$ cat config.mk
export PLATFORM = sky130hd
export DESIGN_NAME = rtctr_ctrl
export DESIGN_NICKNAME = d
export VERILOG_FILES = /design/src/pkg/rtctr_pkg.sv /design/src/logic/rtctr_ctrl.sv /design/src/logic/rtctr_trim.sv
export SDC_FILE = /design/constraint.sdc
export NUM_CORES = 1
export LEC_CHECK = 0
export BUFFER_PORTS_ARGS = -buffer_cell sky130_fd_sc_hd__buf_2
export CORE_ASPECT_RATIO = 1.5
export CORE_UTILIZATION = 40
export CTS_BUF_LIST = sky130_fd_sc_hd__clkbuf_8 sky130_fd_sc_hd__clkbuf_16
export DETAILED_ROUTE_END_ITERATION = 8
export SETUP_SLACK_MARGIN = 0.4
export SYNTH_ARGS = -nofsm -noshare
export SYNTH_HDL_FRONTEND = slang
export SYNTH_HIERARCHICAL = 1
export SYNTH_SLANG_ARGS = --single-unit
$ cat constraint.sdc
create_clock -name ref_clk -period 9.5 [get_ports ref_clk]
set_input_delay 2.375 -clock ref_clk [delete_from_list [all_inputs] [get_ports ref_clk]]
set_output_delay 2.375 -clock ref_clk [all_outputs]
set_load 0.1 [all_outputs]
$ cat src/pkg/rtctr_pkg.sv
// ==========================================================
// Trim, halt sense and interrupt routing constants
// ==========================================================
package rtctr_pkg;

  // ========================================================
  // Clock and timing
  // ========================================================
  localparam int          CLK_HZ        = 20_000_000;
  localparam int          HALT_TIME_US  = 1000;
  localparam int          HALT_CYCLES   = (CLK_HZ / 1_000_000) * HALT_TIME_US;
  localparam int          HALT_CNT_W    = 16;
  localparam int          TRIM_PERIOD_S = 20;
  localparam logic [15:0] OSC_PULSES_A  = 16'h8000;
  localparam logic [15:0] OSC_PULSES_B  = 16'h7D00;
  localparam int          TRIM_STEP     = 2;

  // ========================================================
  // Register offsets
  // ========================================================
  localparam logic [3:0]  ADDR_TRIM     = 4'h7;
  localparam logic [3:0]  ADDR_INT_CTL  = 4'hE;
  localparam logic [3:0]  ADDR_FLAG_CTL = 4'hF;

  // ========================================================
  // Interrupt control fields
  // ========================================================
  localparam int          E_EN_A        = 7;
  localparam int          E_EN_B        = 6;
  localparam int          E_ROUTE_HI    = 5;
  localparam int          E_ROUTE_LO    = 4;
  localparam logic [7:0]  E_WMASK       = 8'hF7;

  // ========================================================
  // Flag and clock control fields
  // ========================================================
  localparam int          F_TEST        = 7;
  localparam int          F_XSEL        = 5;
  localparam int          F_HALT        = 4;
  localparam int          F_CLKN        = 3;
  localparam int          F_FLAG_P      = 2;
  localparam int          F_FLAG_A      = 1;
  localparam int          F_FLAG_B      = 0;

  // ========================================================
  // Reset values and periodic modes
  // ========================================================
  localparam logic        HALT_RESET    = 1'b1;
  localparam logic [2:0]  PER_OFF       = 3'h0;
  localparam logic [2:0]  PER_HOLD      = 3'h1;
  localparam logic [2:0]  PER_2HZ       = 3'h2;
  localparam logic [2:0]  PER_1HZ       = 3'h3;
  localparam logic [2:0]  PER_SEC       = 3'h4;
  localparam logic [2:0]  PER_MIN       = 3'h5;
  localparam logic [2:0]  PER_HOUR      = 3'h6;
  localparam logic [2:0]  PER_MONTH     = 3'h7;

endpackage

$ cat src/logic/rtctr_ctrl.sv
`timescale 1ns/1ps
module rtctr_ctrl #(
  parameter int HALT_CYCLES = rtctr_pkg::HALT_CYCLES
) (
  input  wire logic       ref_clk,
  input  wire logic       rst,
  input  wire logic       osc_clk_in,
  input  wire logic       alarm_a_match,
  input  wire logic       alarm_b_match,
  input  wire logic       minute_tick,
  input  wire logic       hour_tick,
  input  wire logic       month_tick,
  input  wire logic [3:0] reg_addr,
  input  wire logic       reg_we,
  input  wire logic [7:0] reg_wdata,
  output logic      [7:0] reg_rdata,
  output logic            second_tick,
  output logic            irq_pin_a_out,
  output logic            irq_pin_a_oe,
  output logic            irq_pin_b_out,
  output logic            irq_pin_b_oe
);

  // ========================================================
  // State
  // ========================================================
  localparam logic [15:0] HALT_LIM = 16'(HALT_CYCLES - 1);

  typedef struct packed {
    logic        osc_s1;
    logic        osc_s2;
    logic        osc_prev;
    logic [15:0] halt_cnt;
    logic        halt;
    logic [7:0]  ctl_e;
    logic [6:0]  trim;
    logic        xsel;
    logic        clk_n;
    logic        test;
    logic        flag_a;
    logic        flag_b;
    logic        flag_p;
    logic        hit_a_prev;
    logic        hit_b_prev;
    logic        pin_a_oe;
    logic        pin_b_oe;
    logic        pin_a_out;
    logic        pin_b_out;
    logic        sec_out;
    logic [7:0]  rdata;
  } rtctr_state_t;

  rtctr_state_t s;
  rtctr_state_t next_s;
  logic         osc_rise;
  logic         osc_edge;
  logic         halt_ev;
  logic         wr_e;
  logic         wr_f;
  logic         wr_t;
  logic         hit_a;
  logic         hit_b;
  logic         t_sec;
  logic         t_low1;
  logic         t_low2;
  logic [2:0]   pmode;

  // Hardware set beats a same-cycle software clear
  function automatic logic set_wins(input logic cur,
                                    input logic set,
                                    input logic wr,
                                    input logic wbit);
    return set | (cur & ~(wr & ~wbit));
  endfunction

  // ========================================================
  // Trimmed second divider
  // ========================================================
  rtctr_trim u_trim (
    .ref_clk        (ref_clk),
    .rst            (rst),
    .osc_rise       (osc_rise),
    .trim_value     (s.trim),
    .crystal_select (s.xsel),
    .sec_tick       (t_sec),
    .low_1hz        (t_low1),
    .low_2hz        (t_low2)
  );

  // ========================================================
  // Next state
  // ========================================================
  always_comb begin
    next_s = s;
    // Oscillator pin crosses into ref_clk before use
    next_s.osc_s1   = osc_clk_in;
    next_s.osc_s2   = s.osc_s1;
    next_s.osc_prev = s.osc_s2;
    osc_rise = s.osc_s2 & ~s.osc_prev;
    osc_edge = s.osc_s2 ^ s.osc_prev;

    // Watchdog on oscillator edges; saturates while stopped
    next_s.halt_cnt = osc_edge ? 16'h0000 :
                      (s.halt_cnt == HALT_LIM) ? s.halt_cnt :
                      s.halt_cnt + 16'h0001;
    halt_ev = !osc_edge && (s.halt_cnt == HALT_LIM);

    wr_e = reg_we && (reg_addr == rtctr_pkg::ADDR_INT_CTL);
    wr_f = reg_we && (reg_addr == rtctr_pkg::ADDR_FLAG_CTL);
    wr_t = reg_we && (reg_addr == rtctr_pkg::ADDR_TRIM);

    if (wr_e) begin
      next_s.ctl_e = reg_wdata & rtctr_pkg::E_WMASK;
    end
    if (wr_t) begin
      next_s.trim = reg_wdata[6:0];
    end
    if (wr_f) begin
      next_s.clk_n = reg_wdata[rtctr_pkg::F_CLKN];
      next_s.xsel  = reg_wdata[rtctr_pkg::F_XSEL];
      next_s.test  = reg_wdata[rtctr_pkg::F_TEST];
    end

    // Only a zero write clears; a one write is ignored
    next_s.halt = set_wins(s.halt, halt_ev, wr_f,
                           reg_wdata[rtctr_pkg::F_HALT]);
    if (next_s.halt) begin
      next_s.ctl_e = 8'h00;
      next_s.trim  = 7'h00;
      next_s.xsel  = 1'b0;
      next_s.clk_n = 1'b0;
      next_s.test  = 1'b0;
    end

    // Alarms share one scheme, rising edge of enabled match
    hit_a = next_s.ctl_e[rtctr_pkg::E_EN_A] & alarm_a_match;
    hit_b = next_s.ctl_e[rtctr_pkg::E_EN_B] & alarm_b_match;
    next_s.hit_a_prev = hit_a;
    next_s.hit_b_prev = hit_b;
    next_s.flag_a = next_s.ctl_e[rtctr_pkg::E_EN_A] &
                    set_wins(s.flag_a, hit_a & ~s.hit_a_prev, wr_f,
                             reg_wdata[rtctr_pkg::F_FLAG_A]);
    next_s.flag_b = next_s.ctl_e[rtctr_pkg::E_EN_B] &
                    set_wins(s.flag_b, hit_b & ~s.hit_b_prev, wr_f,
                             reg_wdata[rtctr_pkg::F_FLAG_B]);

    // Periodic source; pulse modes follow divider phase
    pmode = next_s.ctl_e[2:0];
    case (pmode)
      rtctr_pkg::PER_OFF:   next_s.flag_p = 1'b0;
      rtctr_pkg::PER_HOLD:  next_s.flag_p = 1'b1;
      rtctr_pkg::PER_2HZ:   next_s.flag_p = t_low2;
      rtctr_pkg::PER_1HZ:   next_s.flag_p = t_low1;
      rtctr_pkg::PER_SEC:   next_s.flag_p =
        set_wins(s.flag_p, t_sec, wr_f, reg_wdata[rtctr_pkg::F_FLAG_P]);
      rtctr_pkg::PER_MIN:   next_s.flag_p =
        set_wins(s.flag_p, minute_tick, wr_f,
                 reg_wdata[rtctr_pkg::F_FLAG_P]);
      rtctr_pkg::PER_HOUR:  next_s.flag_p =
        set_wins(s.flag_p, hour_tick, wr_f,
                 reg_wdata[rtctr_pkg::F_FLAG_P]);
      rtctr_pkg::PER_MONTH: next_s.flag_p =
        set_wins(s.flag_p, month_tick, wr_f,
                 reg_wdata[rtctr_pkg::F_FLAG_P]);
      default:              next_s.flag_p = 1'b0;
    endcase

    // Pin enables are wired-OR of routed sources
    next_s.pin_a_oe = next_s.flag_a |
      (~next_s.ctl_e[rtctr_pkg::E_ROUTE_LO] & next_s.flag_b) |
      (~next_s.ctl_e[rtctr_pkg::E_ROUTE_HI] & next_s.flag_p);
    // Clock term uses the raw synchronised level, not the trim
    next_s.pin_b_oe =
      (next_s.ctl_e[rtctr_pkg::E_ROUTE_LO] & next_s.flag_b) |
      (next_s.ctl_e[rtctr_pkg::E_ROUTE_HI] & next_s.flag_p) |
      (~next_s.clk_n & ~s.osc_s2);
    next_s.pin_a_out = 1'b0;
    next_s.pin_b_out = 1'b0;
    next_s.sec_out   = t_sec;

    // Read data lags the address by one edge
    case (reg_addr)
      rtctr_pkg::ADDR_INT_CTL:  next_s.rdata = s.ctl_e;
      rtctr_pkg::ADDR_FLAG_CTL: next_s.rdata =
        {s.test, 1'b0, s.xsel, s.halt, s.clk_n,
         s.flag_p, s.flag_a, s.flag_b};
      rtctr_pkg::ADDR_TRIM:     next_s.rdata = {1'b0, s.trim};
      default:                  next_s.rdata = 8'h00;
    endcase
  end

  // ========================================================
  // Registers
  // ========================================================
  always_ff @(posedge ref_clk or posedge rst) begin
    if (rst) begin
      s      <= '0;
      s.halt <= rtctr_pkg::HALT_RESET;
      // Synchroniser resets low, so pin B opens in the low phase
      s.pin_b_oe <= 1'b1;
    end else begin
      s <= next_s;
    end
  end

  assign reg_rdata     = s.rdata;
  assign second_tick   = s.sec_out;
  assign irq_pin_a_out = s.pin_a_out;
  assign irq_pin_a_oe  = s.pin_a_oe;
  assign irq_pin_b_out = s.pin_b_out;
  assign irq_pin_b_oe  = s.pin_b_oe;

  // ========================================================
  // Checks
  // ========================================================
  halt_forces_zero_a: assert property (@(posedge ref_clk)
    disable iff (rst)
    s.halt |-> (s.ctl_e == 8'h00 && s.trim == 7'h00 && !s.xsel &&
                !s.clk_n && !s.test))
    else $error("control bits not cleared while halted");

  halt_sticky_a: assert property (@(posedge ref_clk)
    disable iff (rst)
    (s.halt && !(wr_f && !reg_wdata[rtctr_pkg::F_HALT])) |=> s.halt)
    else $error("halt flag dropped without a zero write");

  halt_sense_a: assert property (@(posedge ref_clk)
    disable iff (rst)
    (s.halt_cnt == HALT_LIM && !osc_edge) |=> s.halt)
    else $error("oscillator stop did not set halt flag");

  pin_a_or_a: assert property (@(posedge ref_clk)
    disable iff (rst)
    irq_pin_a_oe == (s.flag_a |
      (!s.ctl_e[rtctr_pkg::E_ROUTE_LO] && s.flag_b) |
      (!s.ctl_e[rtctr_pkg::E_ROUTE_HI] && s.flag_p)))
    else $error("pin A is not the OR of its sources");

  pin_b_route_a: assert property (@(posedge ref_clk)
    disable iff (rst)
    irq_pin_b_oe == ((s.ctl_e[rtctr_pkg::E_ROUTE_LO] && s.flag_b) |
      (s.ctl_e[rtctr_pkg::E_ROUTE_HI] && s.flag_p) |
      (!s.clk_n && !s.osc_prev)))
    else $error("pin B routing wrong");

  never_high_a: assert property (@(posedge ref_clk)
    disable iff (rst)
    !irq_pin_a_out && !irq_pin_b_out)
    else $error("interrupt pin driven high");

  alarm_set_a: assert property (@(posedge ref_clk)
    disable iff (rst)
    (s.ctl_e[rtctr_pkg::E_EN_A] && !next_s.halt &&
     next_s.ctl_e[rtctr_pkg::E_EN_A] && alarm_a_match &&
     !s.hit_a_prev) |=> (s.flag_a && irq_pin_a_oe))
    else $error("enabled alarm match did not set flag");

  alarm_release_a: assert property (@(posedge ref_clk)
    disable iff (rst)
    !s.ctl_e[rtctr_pkg::E_EN_B] |-> !s.flag_b)
    else $error("alarm flag stands with enable off");

  flag_clear_a: assert property (@(posedge ref_clk)
    disable iff (rst)
    (wr_f && !reg_wdata[rtctr_pkg::F_FLAG_A] &&
     !(hit_a && !s.hit_a_prev)) |=> !s.flag_a)
    else $error("alarm flag survived a zero write");

  periodic_hold_a: assert property (@(posedge ref_clk)
    disable iff (rst)
    (s.ctl_e[2:0] == rtctr_pkg::PER_HOLD) |-> s.flag_p)
    else $error("held-low periodic mode not asserted");

  periodic_off_a: assert property (@(posedge ref_clk)
    disable iff (rst)
    (s.ctl_e[2:0] == rtctr_pkg::PER_OFF) |-> !s.flag_p)
    else $error("periodic flag set while periodic is off");

  flag_read_a: assert property (@(posedge ref_clk)
    disable iff (rst)
    (reg_addr == rtctr_pkg::ADDR_FLAG_CTL) |=>
      reg_rdata[2:0] == $past({s.flag_p, s.flag_a, s.flag_b}))
    else $error("flag read does not show source state");

  halt_pins_a: assert property (@(posedge ref_clk)
    disable iff (rst)
    (s.halt && !s.flag_a && !s.flag_b && !s.flag_p) |->
      (!irq_pin_a_oe && irq_pin_b_oe == !s.osc_prev))
    else $error("halted pin state wrong");

endmodule // rtctr_ctrl

$ cat src/logic/rtctr_trim.sv
`timescale 1ns/1ps
module rtctr_trim (
  input  wire logic       ref_clk,
  input  wire logic       rst,
  input  wire logic       osc_rise,
  input  wire logic [6:0] trim_value,
  input  wire logic       crystal_select,
  output logic            sec_tick,
  output logic            low_1hz,
  output logic            low_2hz
);

  // ========================================================
  // Trim arithmetic
  // ========================================================
  localparam logic [8:0] TRIM_STEP_W = 9'(rtctr_pkg::TRIM_STEP);
  localparam logic [4:0] LAST_IDX    = 5'(rtctr_pkg::TRIM_PERIOD_S - 1);

  // Positive result lengthens the trimmed second
  function automatic logic signed [8:0] trim_delta(input logic [6:0] code);
    logic [7:0] mag;
    mag = 8'h80 - {1'b0, code};
    if (!code[6]) begin
      if (code <= 7'h01) return 9'sh000;
      return 9'(TRIM_STEP_W * (code - 7'h01));
    end
    if (mag >= 8'h3F) return 9'sh000;
    return -9'(TRIM_STEP_W * mag);
  endfunction

  typedef struct packed {
    logic [15:0] cnt;
    logic [4:0]  idx;
    logic        sec;
    logic        l1;
    logic        l2;
  } rtctr_trim_state_t;

  rtctr_trim_state_t s;
  rtctr_trim_state_t next_s;
  logic [15:0]       base;
  logic [15:0]       len;
  logic [15:0]       half;
  logic [15:0]       quarter;
  logic signed [8:0] delta;

  // ========================================================
  // Second divider
  // ========================================================
  always_comb begin
    next_s  = s;
    base    = crystal_select ? rtctr_pkg::OSC_PULSES_B
                             : rtctr_pkg::OSC_PULSES_A;
    delta   = trim_delta(trim_value);
    // Only one second in each trim period is stretched or cut
    len     = (s.idx == LAST_IDX) ? base + 16'(delta) : base;
    half    = len >> 1;
    quarter = len >> 2;
    next_s.sec = 1'b0;
    if (osc_rise) begin
      if (s.cnt >= len - 16'h0001) begin
        next_s.cnt = 16'h0000;
        next_s.sec = 1'b1;
        next_s.idx = (s.idx == LAST_IDX) ? 5'h00 : s.idx + 5'h01;
      end else begin
        next_s.cnt = s.cnt + 16'h0001;
      end
    end
    next_s.l1 = next_s.cnt < half;
    next_s.l2 = (next_s.cnt < quarter) ||
                (next_s.cnt >= half && next_s.cnt < half + quarter);
  end

  always_ff @(posedge ref_clk or posedge rst) begin
    if (rst) begin
      s <= '0;
    end else begin
      s <= next_s;
    end
  end

  assign sec_tick = s.sec;
  assign low_1hz  = s.l1;
  assign low_2hz  = s.l2;

  // ========================================================
  // Checks
  // ========================================================
  slow_codes_a: assert property (@(posedge ref_clk) disable iff (rst)
    (!trim_value[6] && trim_value >= 7'h02) |-> delta > 9'sh000)
    else $error("positive trim code does not lengthen second");

  fast_codes_a: assert property (@(posedge ref_clk) disable iff (rst)
    (trim_value[6] && trim_value >= 7'h42) |-> delta < 9'sh000)
    else $error("negative trim code does not shorten second");

  fast_step_a: assert property (@(posedge ref_clk) disable iff (rst)
    (trim_value == 7'h7F) |-> delta == -9'sh002)
    else $error("smallest speed-up step wrong");

  slow_step_a: assert property (@(posedge ref_clk) disable iff (rst)
    (trim_value == 7'h02) |-> delta == 9'sh002)
    else $error("smallest slow-down step wrong");

  no_corr_a: assert property (@(posedge ref_clk) disable iff (rst)
    (trim_value inside {7'h00, 7'h01, 7'h40, 7'h41}) |-> len == base)
    else $error("neutral trim code changed second length");

  plain_second_a: assert property (@(posedge ref_clk) disable iff (rst)
    (s.idx != LAST_IDX) |-> len == base)
    else $error("second trimmed outside last slot of period");

endmodule // rtctr_trim

* After elaboration in Yosys (flattened, before gate mapping)
Index checks and enable logic that the tools add are counted.
Storage, ports and cells: bits in registers 78, output and inout bits 13, bits of input ports 21
Cells by class: reduce and logical (&&, ||, !) cells 12, equality and inequality tests 13, mux-type cells 24, add/subtract/negate cells 9, $lt $le $gt $ge 7, bitwise logic cells 47
Operators by type and width (count):
- $mux W16 | 5
- $mux W9 | 6
- $add A16 B1 Y16 const B | 2
- $pmux W8 S3 | 1
- $mux W22 | 1
- $and A1 B1 Y1 | 20
- $mux W18 | 1
- $add A15 B14 Y16 | 1
- $add A16 B16 Y16 | 1
- $eq A16 B15 Y1 const B | 1
- $ge A16 B15 Y1 | 1
- $ge A16 B16 Y1 | 1
- $lt A16 B14 Y1 | 1
- $lt A16 B15 Y1 | 1
- $lt A16 B16 Y1 | 1
- $sub A16 B1 Y16 const B | 1
- $not A1 Y1 | 15
- $eq A3 B3 Y1 const B | 4
- $or A1 B1 Y1 | 11
- $neg A9 Y9 | 1
- $eq A4 B4 Y1 const B | 2
- $ge A8 B6 Y1 const B | 1
- $mux W8 | 1
- $pmux W1 S8 | 1
- other kinds (21) | 31

* Depth between registers and ports, before layout
Gate-level depths: netlist of run 1.
word-level depth 17, mapped depth 33, depth with buffers taken out 33

* Cells and area by module
Netlist of run 1, hierarchy kept.
By module, submodules not included:
- rtctr_trim | area an instance 3793.6 µm², sequential area each 600.6 µm², instances 1, cells each 458
- rtctr_ctrl | area an instance 2578.7 µm², sequential area each 1328.8 µm², instances 1, cells each 246

* Worst setup path before layout of run 1
Ideal clock, no wire load.
path kind reg2reg, start register s[21] (netlist name), end register u_trim.s (netlist bit u_trim/low_2hz), arrival 6.514 ns, buffers on the path 1, data required time 9.369 ns, cell stages (with the launch flop) 32, setup slack 2.854 ns, library setup time 0.131 ns, cell sequence dfrtp_1 > inv_1 > ha_1 > and2b_2 > xnor2_1 > o31ai_1 > and2_1 > a21oi_1 > a31oi_1 > ha_1 > a21oi_1 > ha_1 > inv_1 > o21ai_0 > nand2_1 > nand3_1 > xnor2_1 > ha_1 > nand4_1 > nor4_1 > a21oi_1 > a21boi_1 > clkbuf_1 > nor2_1 > ha_1 > a21o_1 > a21o_1 > a21o_1 > a221oi_1 > nor2_1 > a211oi_1 > o32ai_1
RTL lines:
- end signal: assignment | RTL line rtctr_trim.sv:78 | s <= next_s;
- end: declaration | RTL line rtctr_trim.sv:39 | rtctr_trim_state_t s;

==> results.yml, run 1 <==
status:
  status: "finished clean"
timing:
  finClkSkew_ps: 12.4
  min_period_over_period_pct: 81.3
  rsz0062_at_grt: "false"
  finalSetupViolCount: 0
  setup_tns_ps: 0
  min_period_ps: 7720
  worst_pin_slew_ps: 944
  final_max_slew_viol_count: 0
  finalHoldViolCount: 0
  slew_headroom_pct: 37.0
  fmax_mhz: 130
clocking:
  cts_resized: 0
  numClockSinks: 77
  ctsHoldBuffers: 0
  cts_tree: "built"
  htree_levels: 3
  cts.root.buffer_cell: "clkbuf_16"
  clk_path_buf_depth: 2
  cts.clk_slew.worst_paths_ps: 70
  clk_latency_ps: 340
  cts-buffers-inserted: 9
  cts_setup_buffers: 0
critical_path:
  crit_path_start: "s[21]"
  cp.arrival_ps: 7930
  path_buf_inv: 4
  cp-start-kind: "register"
  cp_top_family: "compound AO/OA/AOI/OAI gates"
  max_stage_delay_ps: 710
  crit_fanout: 11
  endpoint_kind: "register"
  worst_path_max_delay_cell: "o41ai_1"
  path_class: "reg2reg"
  regToRegStartpoint: "s[21]"
  cp.required_ps: 9710
finish:
  drive_above_1_share_pct: 10.7
  num-fill-cells: 1497
  seqCellArea_mm2: 0.00193
  finalNetCount: 844
  antenna_cells: 0
  finalNonFillerCells: 935
  multi_input_area_mm2: 0.00409
  area_growth_pct: 9.23
synthesis:
  ys_warn_count: 6
  ys_types: 77
  synth.top_cell.area_share_pct: 29.5
  synth_edf_count: 0
  synth-main-ff-cell: "dfrtp_1"
  synthCells: 704
  synth_top_cells_by_count: "ha_1, dfrtp_1, nor2_1"
  ys_top_cells_by_area: "dfrtp_1, ha_1, xnor2_1"
  yosysMostFrequentCell: "ha_1"
  async_flop_share_pct: 100
  mappedNetlistArea_mm2: 0.00637
  yosysTopAreaCell: "dfrtp_1"
  syn_area_per_cell_um2: 9.05
  synth_seq_cells: 77
  ys_seq_area_share_pct: 30.3
global_route:
  gr-usage-all-layers_pct: 20.5
  grt.overflow.total: 0
  antenna_found_initial: 0
  grt_pass1_vias: 5374
  grt_max_degree: 54
  grt_pass1_wl_mm: 26.4
detailed_routing:
  drc: 0
  ant_nets: 0
  drtIter0Drc: 282
  first_pass_iters: 5
  avgRoutedWirePerCell_um: 17.3
  postRouteWirelength_mm: 16.2
  post_drt_via_cell_ratio: 5.65
  vias: 5281
hold_path:
  hp-class: "reg2reg"
  hold_start: "next_s[54]"
floorplanning:
  die_w_um: 105
  initial_utilization_pct: 40.8
  boundaryPins: 34
  core_area_mm2: 0.0156
  fp-row-count: 56
  die_area_mm2: 0.0165
  fp.dieH_um: 157
placed_design:
  io_buffers: 31
  gp_congestion: 0.880
  dpl.hpwl_mm: 12.8
  place_inst: 919
power_and_ir_drop:
  power_density_mw_per_mm2: 176
  irDropWorstVdd_mv: 0.147
  leakage_nw: 3.39
run:
  drv_cap: 0
-- worst reg2reg max path, delay by kind of cell, from the launching register on --
kind | cells | cell delay, ps
AOI/OAI and AO/OA | 12 | 3390
and+or+nand+nor | 12 | 1570
adders and majority gates | 4 | 1240
buffers and inverters | 4 | 610
DFF | 1 | 550
xor gates and xnor gates | 1 | 240
-- through the flow --
step	power, W	util [%]	worst slack [ps]	cell area [um2]	hold WS (ps)
6_report	0.00122	44.5	1780	6960	351
5_1_grt	0.00130	44.5	1070	6960	356
4_1_cts	0.00123	44.5	1820	6960	354
3_5_place_dp	0.000861	42.5	1840	6640	336
3_3_place_gp	0.000851	42.5	2210	6640	347
2_1_floorplan	0.000752	-	2850	6380	331
-- flip-flops by register name, summed over array words and instances (netlist names) --
register         flops
irq_pin_a_oe         1
irq_pin_b_oe         1
next_s               2
reg_rdata            8
s                   40
second_tick          1
u_trim/low_1hz       1
u_trim/low_2hz       1
u_trim/s            21
u_trim/sec_tick      1
-- cell type report --
type                    count  area share [%]
inverters                  48            2.59
clock buffers               9            3.24
clock inverters             7            1.33
repair buffers             35            2.66
flip-flops and latches     77            27.7
well taps                 203            3.65
multi-input cells         556            58.8
-- path summary, 6_finish.rpt --
check,to,slack (ps),cells after the start
min reg2reg,next_s[53],350,0
max reg2reg,u_trim/low_2hz,1780,33
min in group asynchronous,s[42],2210,3
min,next_s[53],350,0
max,u_trim/low_2hz,1780,33
max in group asynchronous,u_trim/s[16],6660,2
-- routing by layer --
metal	wire [um]	part of all wire, %	track usage [%]	vias to the layer above
met4	903	5.6	13.3	0
li1	-	-	-	2562
met5	0	0	0	-
met2	8490	53	38.0	133
met1	6330	39	21.7	2532
met3	436	2.7	2.42	54
-- power breakdown --
group          total (W)  internal (W)  switching (W)
combinational   0.000450      0.000168       0.000281
sequential      0.000412      0.000366      0.0000464
clock           0.000363      0.000210       0.000152
total            0.00122      0.000744       0.000480
-- cell families (layout without fill, tap and decap cells) --
family,count (synthesis),in the layout,synth area share (%)
XOR/XNOR,48,48,6.60
adder cells (fa/ha/maj),96,96,19.0
AND/OR/NAND/NOR,233,233,19.3
multiplexers,10,10,1.59
other,1,2,0.0588
AO/OA/AOI/OAI,167,167,17.7
flip-flops,77,77,30.3
buffers and inverters,72,99,5.54
-- layout by cell type, fill, tap and decap left out, types with 4 or more instances in the layout --
| master | instances |
|---|---|
| nor3_1 | 11 |
| nand3_1 | 36 |
| dfrtp_1 | 75 |
| a21boi_0 | 4 |
| nor4_1 | 4 |
| o31ai_1 | 4 |
| xor2_1 | 9 |
| a222oi_1 | 5 |
| and2_1 | 17 |
| nor2_1 | 56 |
| buf_2 | 31 |
| buf_4 | 4 |
| xnor2_1 | 39 |
| a31oi_1 | 7 |
| o21ai_0 | 37 |
| clkbuf_16 | 9 |
| ha_1 | 95 |
| nand4_1 | 16 |
| mux2i_1 | 9 |
| nand2_1 | 48 |
| a21oi_1 | 46 |
| a211oi_1 | 4 |
| o211ai_1 | 6 |
| and3_1 | 6 |
| inv_1 | 47 |
| nor2b_1 | 10 |
| a21o_1 | 14 |
(Power assumes the default switching activity.)
==> run 2, diff against run 1 <==
- clock period: 9.5 -> 7.2 ns (I/O delays scaled with it)
==> results.yml, run 2 (same netlist as run 1, synthesis figures left out) <==
status:
  status: "finished clean"
timing:
  fmax_mhz: 153
  final_max_slew_viol_count: 0
  rsz0062_at_grt: "false"
  finalHoldViolCount: 0
  worst_pin_slew_ps: 964
  setup_tns_ps: 0
  fin_hold_ws_ps: 348
  finClkSkew_ps: 8.65
  min_period_over_period_pct: 91.0
  min_period_ps: 6550
  slew_headroom_pct: 35.6
  finalSetupViolCount: 0
power_and_ir_drop:
  leakage_nw: 3.48
  power_density_mw_per_mm2: 227
  irDropWorstVdd_mv: 0.152
global_route:
  grt_pass1_vias: 5698
  grt_max_degree: 45
  antenna_found_initial: 0
  grt.overflow.total: 0
  grt_pass1_wl_mm: 27.4
  gr-usage-all-layers_pct: 21.1
clocking:
  ctsHoldBuffers: 0
  clk_path_buf_depth: 2
  cts-buffers-inserted: 9
  cts_tree: "built"
  htree_levels: 3
  cts.root.buffer_cell: "clkbuf_16"
  clk_latency_ps: 340
  numClockSinks: 77
  cts.clk_slew.worst_paths_ps: 60
finish:
  drive_above_1_share_pct: 14.9
  area_growth_pct: 12.4
  layout_common_cells: "ha_1, dfrtp_1, nor2_1"
  finalNetCount: 859
  largest_reg_flops: 40
  regMostFlops: "s"
  antenna_cells: 0
  finalNonFillerCells: 950
  layout_commonest_cell: "ha_1"
placed_design:
  dpl.hpwl_mm: 12.9
  io_buffers: 31
  place_inst: 927
  gp_congestion: 0.964
detailed_routing:
  postRouteWirelength_mm: 16.6
  drtIter0Drc: 387
  vias: 5420
  avgRoutedWirePerCell_um: 17.5
  drc: 0
  first_pass_iters: 6
  post_drt_via_cell_ratio: 5.71
  ant_nets: 0
hold_path:
  hold_start: "next_s[54]"
  hold_depth: 0
  hold_end: "next_s[53]"
  hp-class: "reg2reg"
floorplanning:
  die_area_mm2: 0.0165
  boundaryPins: 34
  fp.dieH_um: 157
  initial_utilization_pct: 40.8
  core_area_mm2: 0.0156
  die_w_um: 105
  fp-row-count: 56
critical_path:
  cp_common_cell: "o21ai_0"
  endpoint_kind: "register"
  r2r_end: "u_trim/low_2hz"
  r2r_slack_ps: 650
  cp_top_family: "compound AO/OA/AOI/OAI gates"
  cp.required_ps: 7420
  cp.arrival_ps: 6770
  path_class: "reg2reg"
  crit_fanout: 8
  worst_path_max_delay_cell: "dfrtp_1"
  max_stage_delay_ps: 380
  cp-start-kind: "register"
  path_buf_inv: 3
  worstRegToRegCells: 31
  regToRegStartpoint: "s[21]"
run:
  drv_cap: 0
==> run 2: layout make-up <==
type	instances	area (um2)
fill	1509	8460
multi-input combinational	556	4210
sequential	77	1930
timing repair buffer	50	302
tap	203	254
clock buffer	9	225
inverter	48	180
clock inverter	7	67.6
==> run 2: what timing repair did <==
| item | CTS | global route |
|---|---|---|
| resized for setup | 10 | 18 |
| setup endpoints to repair | 2 | 2 |
| pin swaps | 0 | 6 |
| setup buffers | 0 | 7 |
==> run 2: worst max-delay path by stage <==
| stage | cells after the start | slack, ps | startpoint | end |
|---|---|---|---|---|
| floorplan | 31 | 550 | s[21] | u_trim/low_2hz |
| global placement | 34 | 440 | s[22] | u_trim/low_2hz |
| detailed placement | 32 | -6 | s[22] | u_trim/low_2hz |
| CTS | 33 | 440 | s[21] | u_trim/low_2hz |
| global route | 35 | 320 | s[22] | u_trim/low_2hz |
| finish | 31 | 650 | s[21] | u_trim/low_2hz |
==> run 2: worst reg2reg max path: cells and delay by family, from the launching register on <==
kind | cells | cell delay (ps)
compound gates | 17 | 3220
flops | 1 | 380
buf+inv | 3 | 570
fa+ha+maj | 4 | 1000
simple gates | 6 | 1160
xor+xnor | 1 | 110
==> run 2: power by group <==
part | switching (W) | internal, W | leakage [nW] | total, W
clock network | 0.000181 | 0.000267 | 0.148 | 0.000448
registers | 0.0000595 | 0.000483 | 1.01 | 0.000542
logic | 0.000395 | 0.000245 | 2.33 | 0.000640
total | 0.000635 | 0.000995 | 3.48 | 0.00163
==> run 2: per-stage QoR <==
| stage | power (W) | setup slack [ps] | instance area, um2 | util [%] |
|---|---|---|---|---|
| final | 0.00163 | 651 | 7170 | 45.9 |
| after global placement | 0.00113 | 436 | 6700 | 42.9 |
| after floorplan | 0.000993 | 554 | 6380 | - |
| after CTS | 0.00161 | 440 | 7030 | 45.0 |
| after global routing | 0.00173 | 321 | 7170 | 45.9 |
| after detailed placement | 0.00115 | -6.50 | 6700 | 42.9 |
==> run 2: metal layers <==
metal | vias to the layer above | global-route usage (%) | part of all wire [%]
met2 | 172 | 39.7 | 52
li1 | 2597 | - | -
met4 | 0 | 13.5 | 5.8
met5 | - | 0 | 0
met1 | 2588 | 22.1 | 39
met3 | 63 | 2.58 | 3.2
==> run 3, diff against run 2 <==
- CELL_PAD_IN_SITES_DETAIL_PLACEMENT: not set -> 1
- CELL_PAD_IN_SITES_GLOBAL_PLACEMENT: not set -> 1
- PLACE_DENSITY_LB_ADDON: not set -> 0.1
==> results.yml, run 3 (same netlist as run 1, synthesis figures left out) <==
clocking:
  clk_path_buf_depth: 2
  htree_levels: 3
  cts-buffers-inserted: 9
  clk_latency_ps: 340
  cts.clk_slew.worst_paths_ps: 70
  numClockSinks: 77
  cts.root.buffer_cell: "clkbuf_16"
  cts_tree: "built"
placed_design:
  dpl_cell_area_mm2: 0.00675
  place_inst: 933
  io_buffers: 31
  gp_congestion: 0.871
  dpl.hpwl_mm: 14.8
floorplanning:
  fp.dieH_um: 157
  boundaryPins: 34
  fp-row-count: 56
  die_w_um: 105
  core_area_mm2: 0.0156
  die_area_mm2: 0.0165
  initial_utilization_pct: 40.8
critical_path:
  worst_path_max_delay_cell: "dfrtp_2"
  cp.required_ps: 7410
  endpoint_kind: "register"
  path_buf_inv: 5
  max_stage_delay_ps: 370
  cp_common_cell: "ha_1"
  path_class: "reg2reg"
  cp.arrival_ps: 6500
  cp_top_family: "compound AO/OA/AOI/OAI gates"
  crit_fanout: 8
  cp-start-kind: "register"
timing:
  finalHoldViolCount: 0
  min_period_over_period_pct: 87.4
  finClkSkew_ps: 9.67
  worst_pin_slew_ps: 1030
  fin_hold_ws_ps: 396
  setup_tns_ps: 0
  finalSetupViolCount: 0
  fmax_mhz: 159
  final_max_slew_viol_count: 0
  slew_headroom_pct: 31.1
  min_period_ps: 6290
  rsz0062_at_grt: "false"
detailed_routing:
  first_pass_iters: 4
  ant_nets: 0
  drc: 0
  post_drt_via_cell_ratio: 5.61
  vias: 5366
  postRouteWirelength_mm: 18.8
  drtIter0Drc: 201
  avgRoutedWirePerCell_um: 19.6
finish:
  seqCellArea_mm2: 0.00193
  finalNonFillerCells: 957
  num-fill-cells: 1835
  finalNetCount: 866
  regMostFlops: "s"
  stdcell_area_mm2: 0.00723
  multi_input_area_mm2: 0.00424
  area_growth_pct: 13.5
  antenna_cells: 0
  drive_above_1_share_pct: 16.2
  layout_commonest_cell: "ha_1"
  layout_common_cells: "ha_1, dfrtp_1, nor2_1"
  largest_reg_flops: 40
power_and_ir_drop:
  leakage_nw: 3.50
  irDropWorstVdd_mv: 0.140
  power_w: 0.00166
  power_density_mw_per_mm2: 229
run:
  drv_cap: 0
hold_path:
  hp-class: "reg2reg"
global_route:
  grt.overflow.total: 0
  gr-usage-all-layers_pct: 23.9
  antenna_found_initial: 0
  grt_pass1_vias: 5782
  grt_max_degree: 54
  grt_pass1_wl_mm: 30.2
status:
  status: "finished clean"
## run 3: final cells by class
class,instances,area share (%)
multi-input cells,556,58.6
clock inverters,7,0.796
well taps,203,3.51
inverters,48,2.49
flip-flops and latches,77,26.7
clock buffers,9,3.11
repair buffers,57,4.84
## run 3: layer usage
layer | vias up | track usage (%) | part of all wire (%)
li1 | 2604 | - | -
met1 | 2652 | 25.2 | 40
met2 | 78 | 46.6 | 54
met3 | 32 | 3.00 | 2.0
met4 | 0 | 11.0 | 3.9
met5 | - | 0 | 0
## run 3: per-stage QoR
stage                     util [%]  worst slack (ps)
after CTS                     45.4               403
after global placement        43.2               242
final                         46.3               907
after global routing          46.3               398
after floorplan                  -               554
after detailed placement      43.2              98.2
## run 3: path summary, 6_finish.rpt
path	from	to	slack (ps)	cells after the start
min in group asynchronous	rst	s[41]	1640	3
max	s[22]	u_trim/low_2hz	910	33
max in group asynchronous	rst	u_trim/s[15]	4850	2
max reg2reg	s[22]	u_trim/low_2hz	910	33
min reg2reg	next_s[54]	next_s[53]	400	0
min	next_s[54]	next_s[53]	400	0
## run 3: repair_timing
action	in CTS	in global routing
setup buffers	2	6
resized for setup	10	24
hold buffers	0	0
cloned	0	0
endpoints found under the setup margin	2	2
pin swaps	2	9
## run 3: where the power goes
group	switching, W	internal, W	total, W
sequential	0.0000568	0.000483	0.000539
combinational	0.000416	0.000259	0.000675
clock	0.000205	0.000239	0.000444
total	0.000678	0.000981	0.00166
## run 3: worst reg2reg max path: cells and delay by family (launching register included)
family,cells,cell delay [ps]
AOI/OAI and AO/OA,10,2070
and+or+nand+nor,11,1610
adders and majority gates,5,1180
buffers and inverters,5,610
DFF,1,370
xor gates and xnor gates,2,350
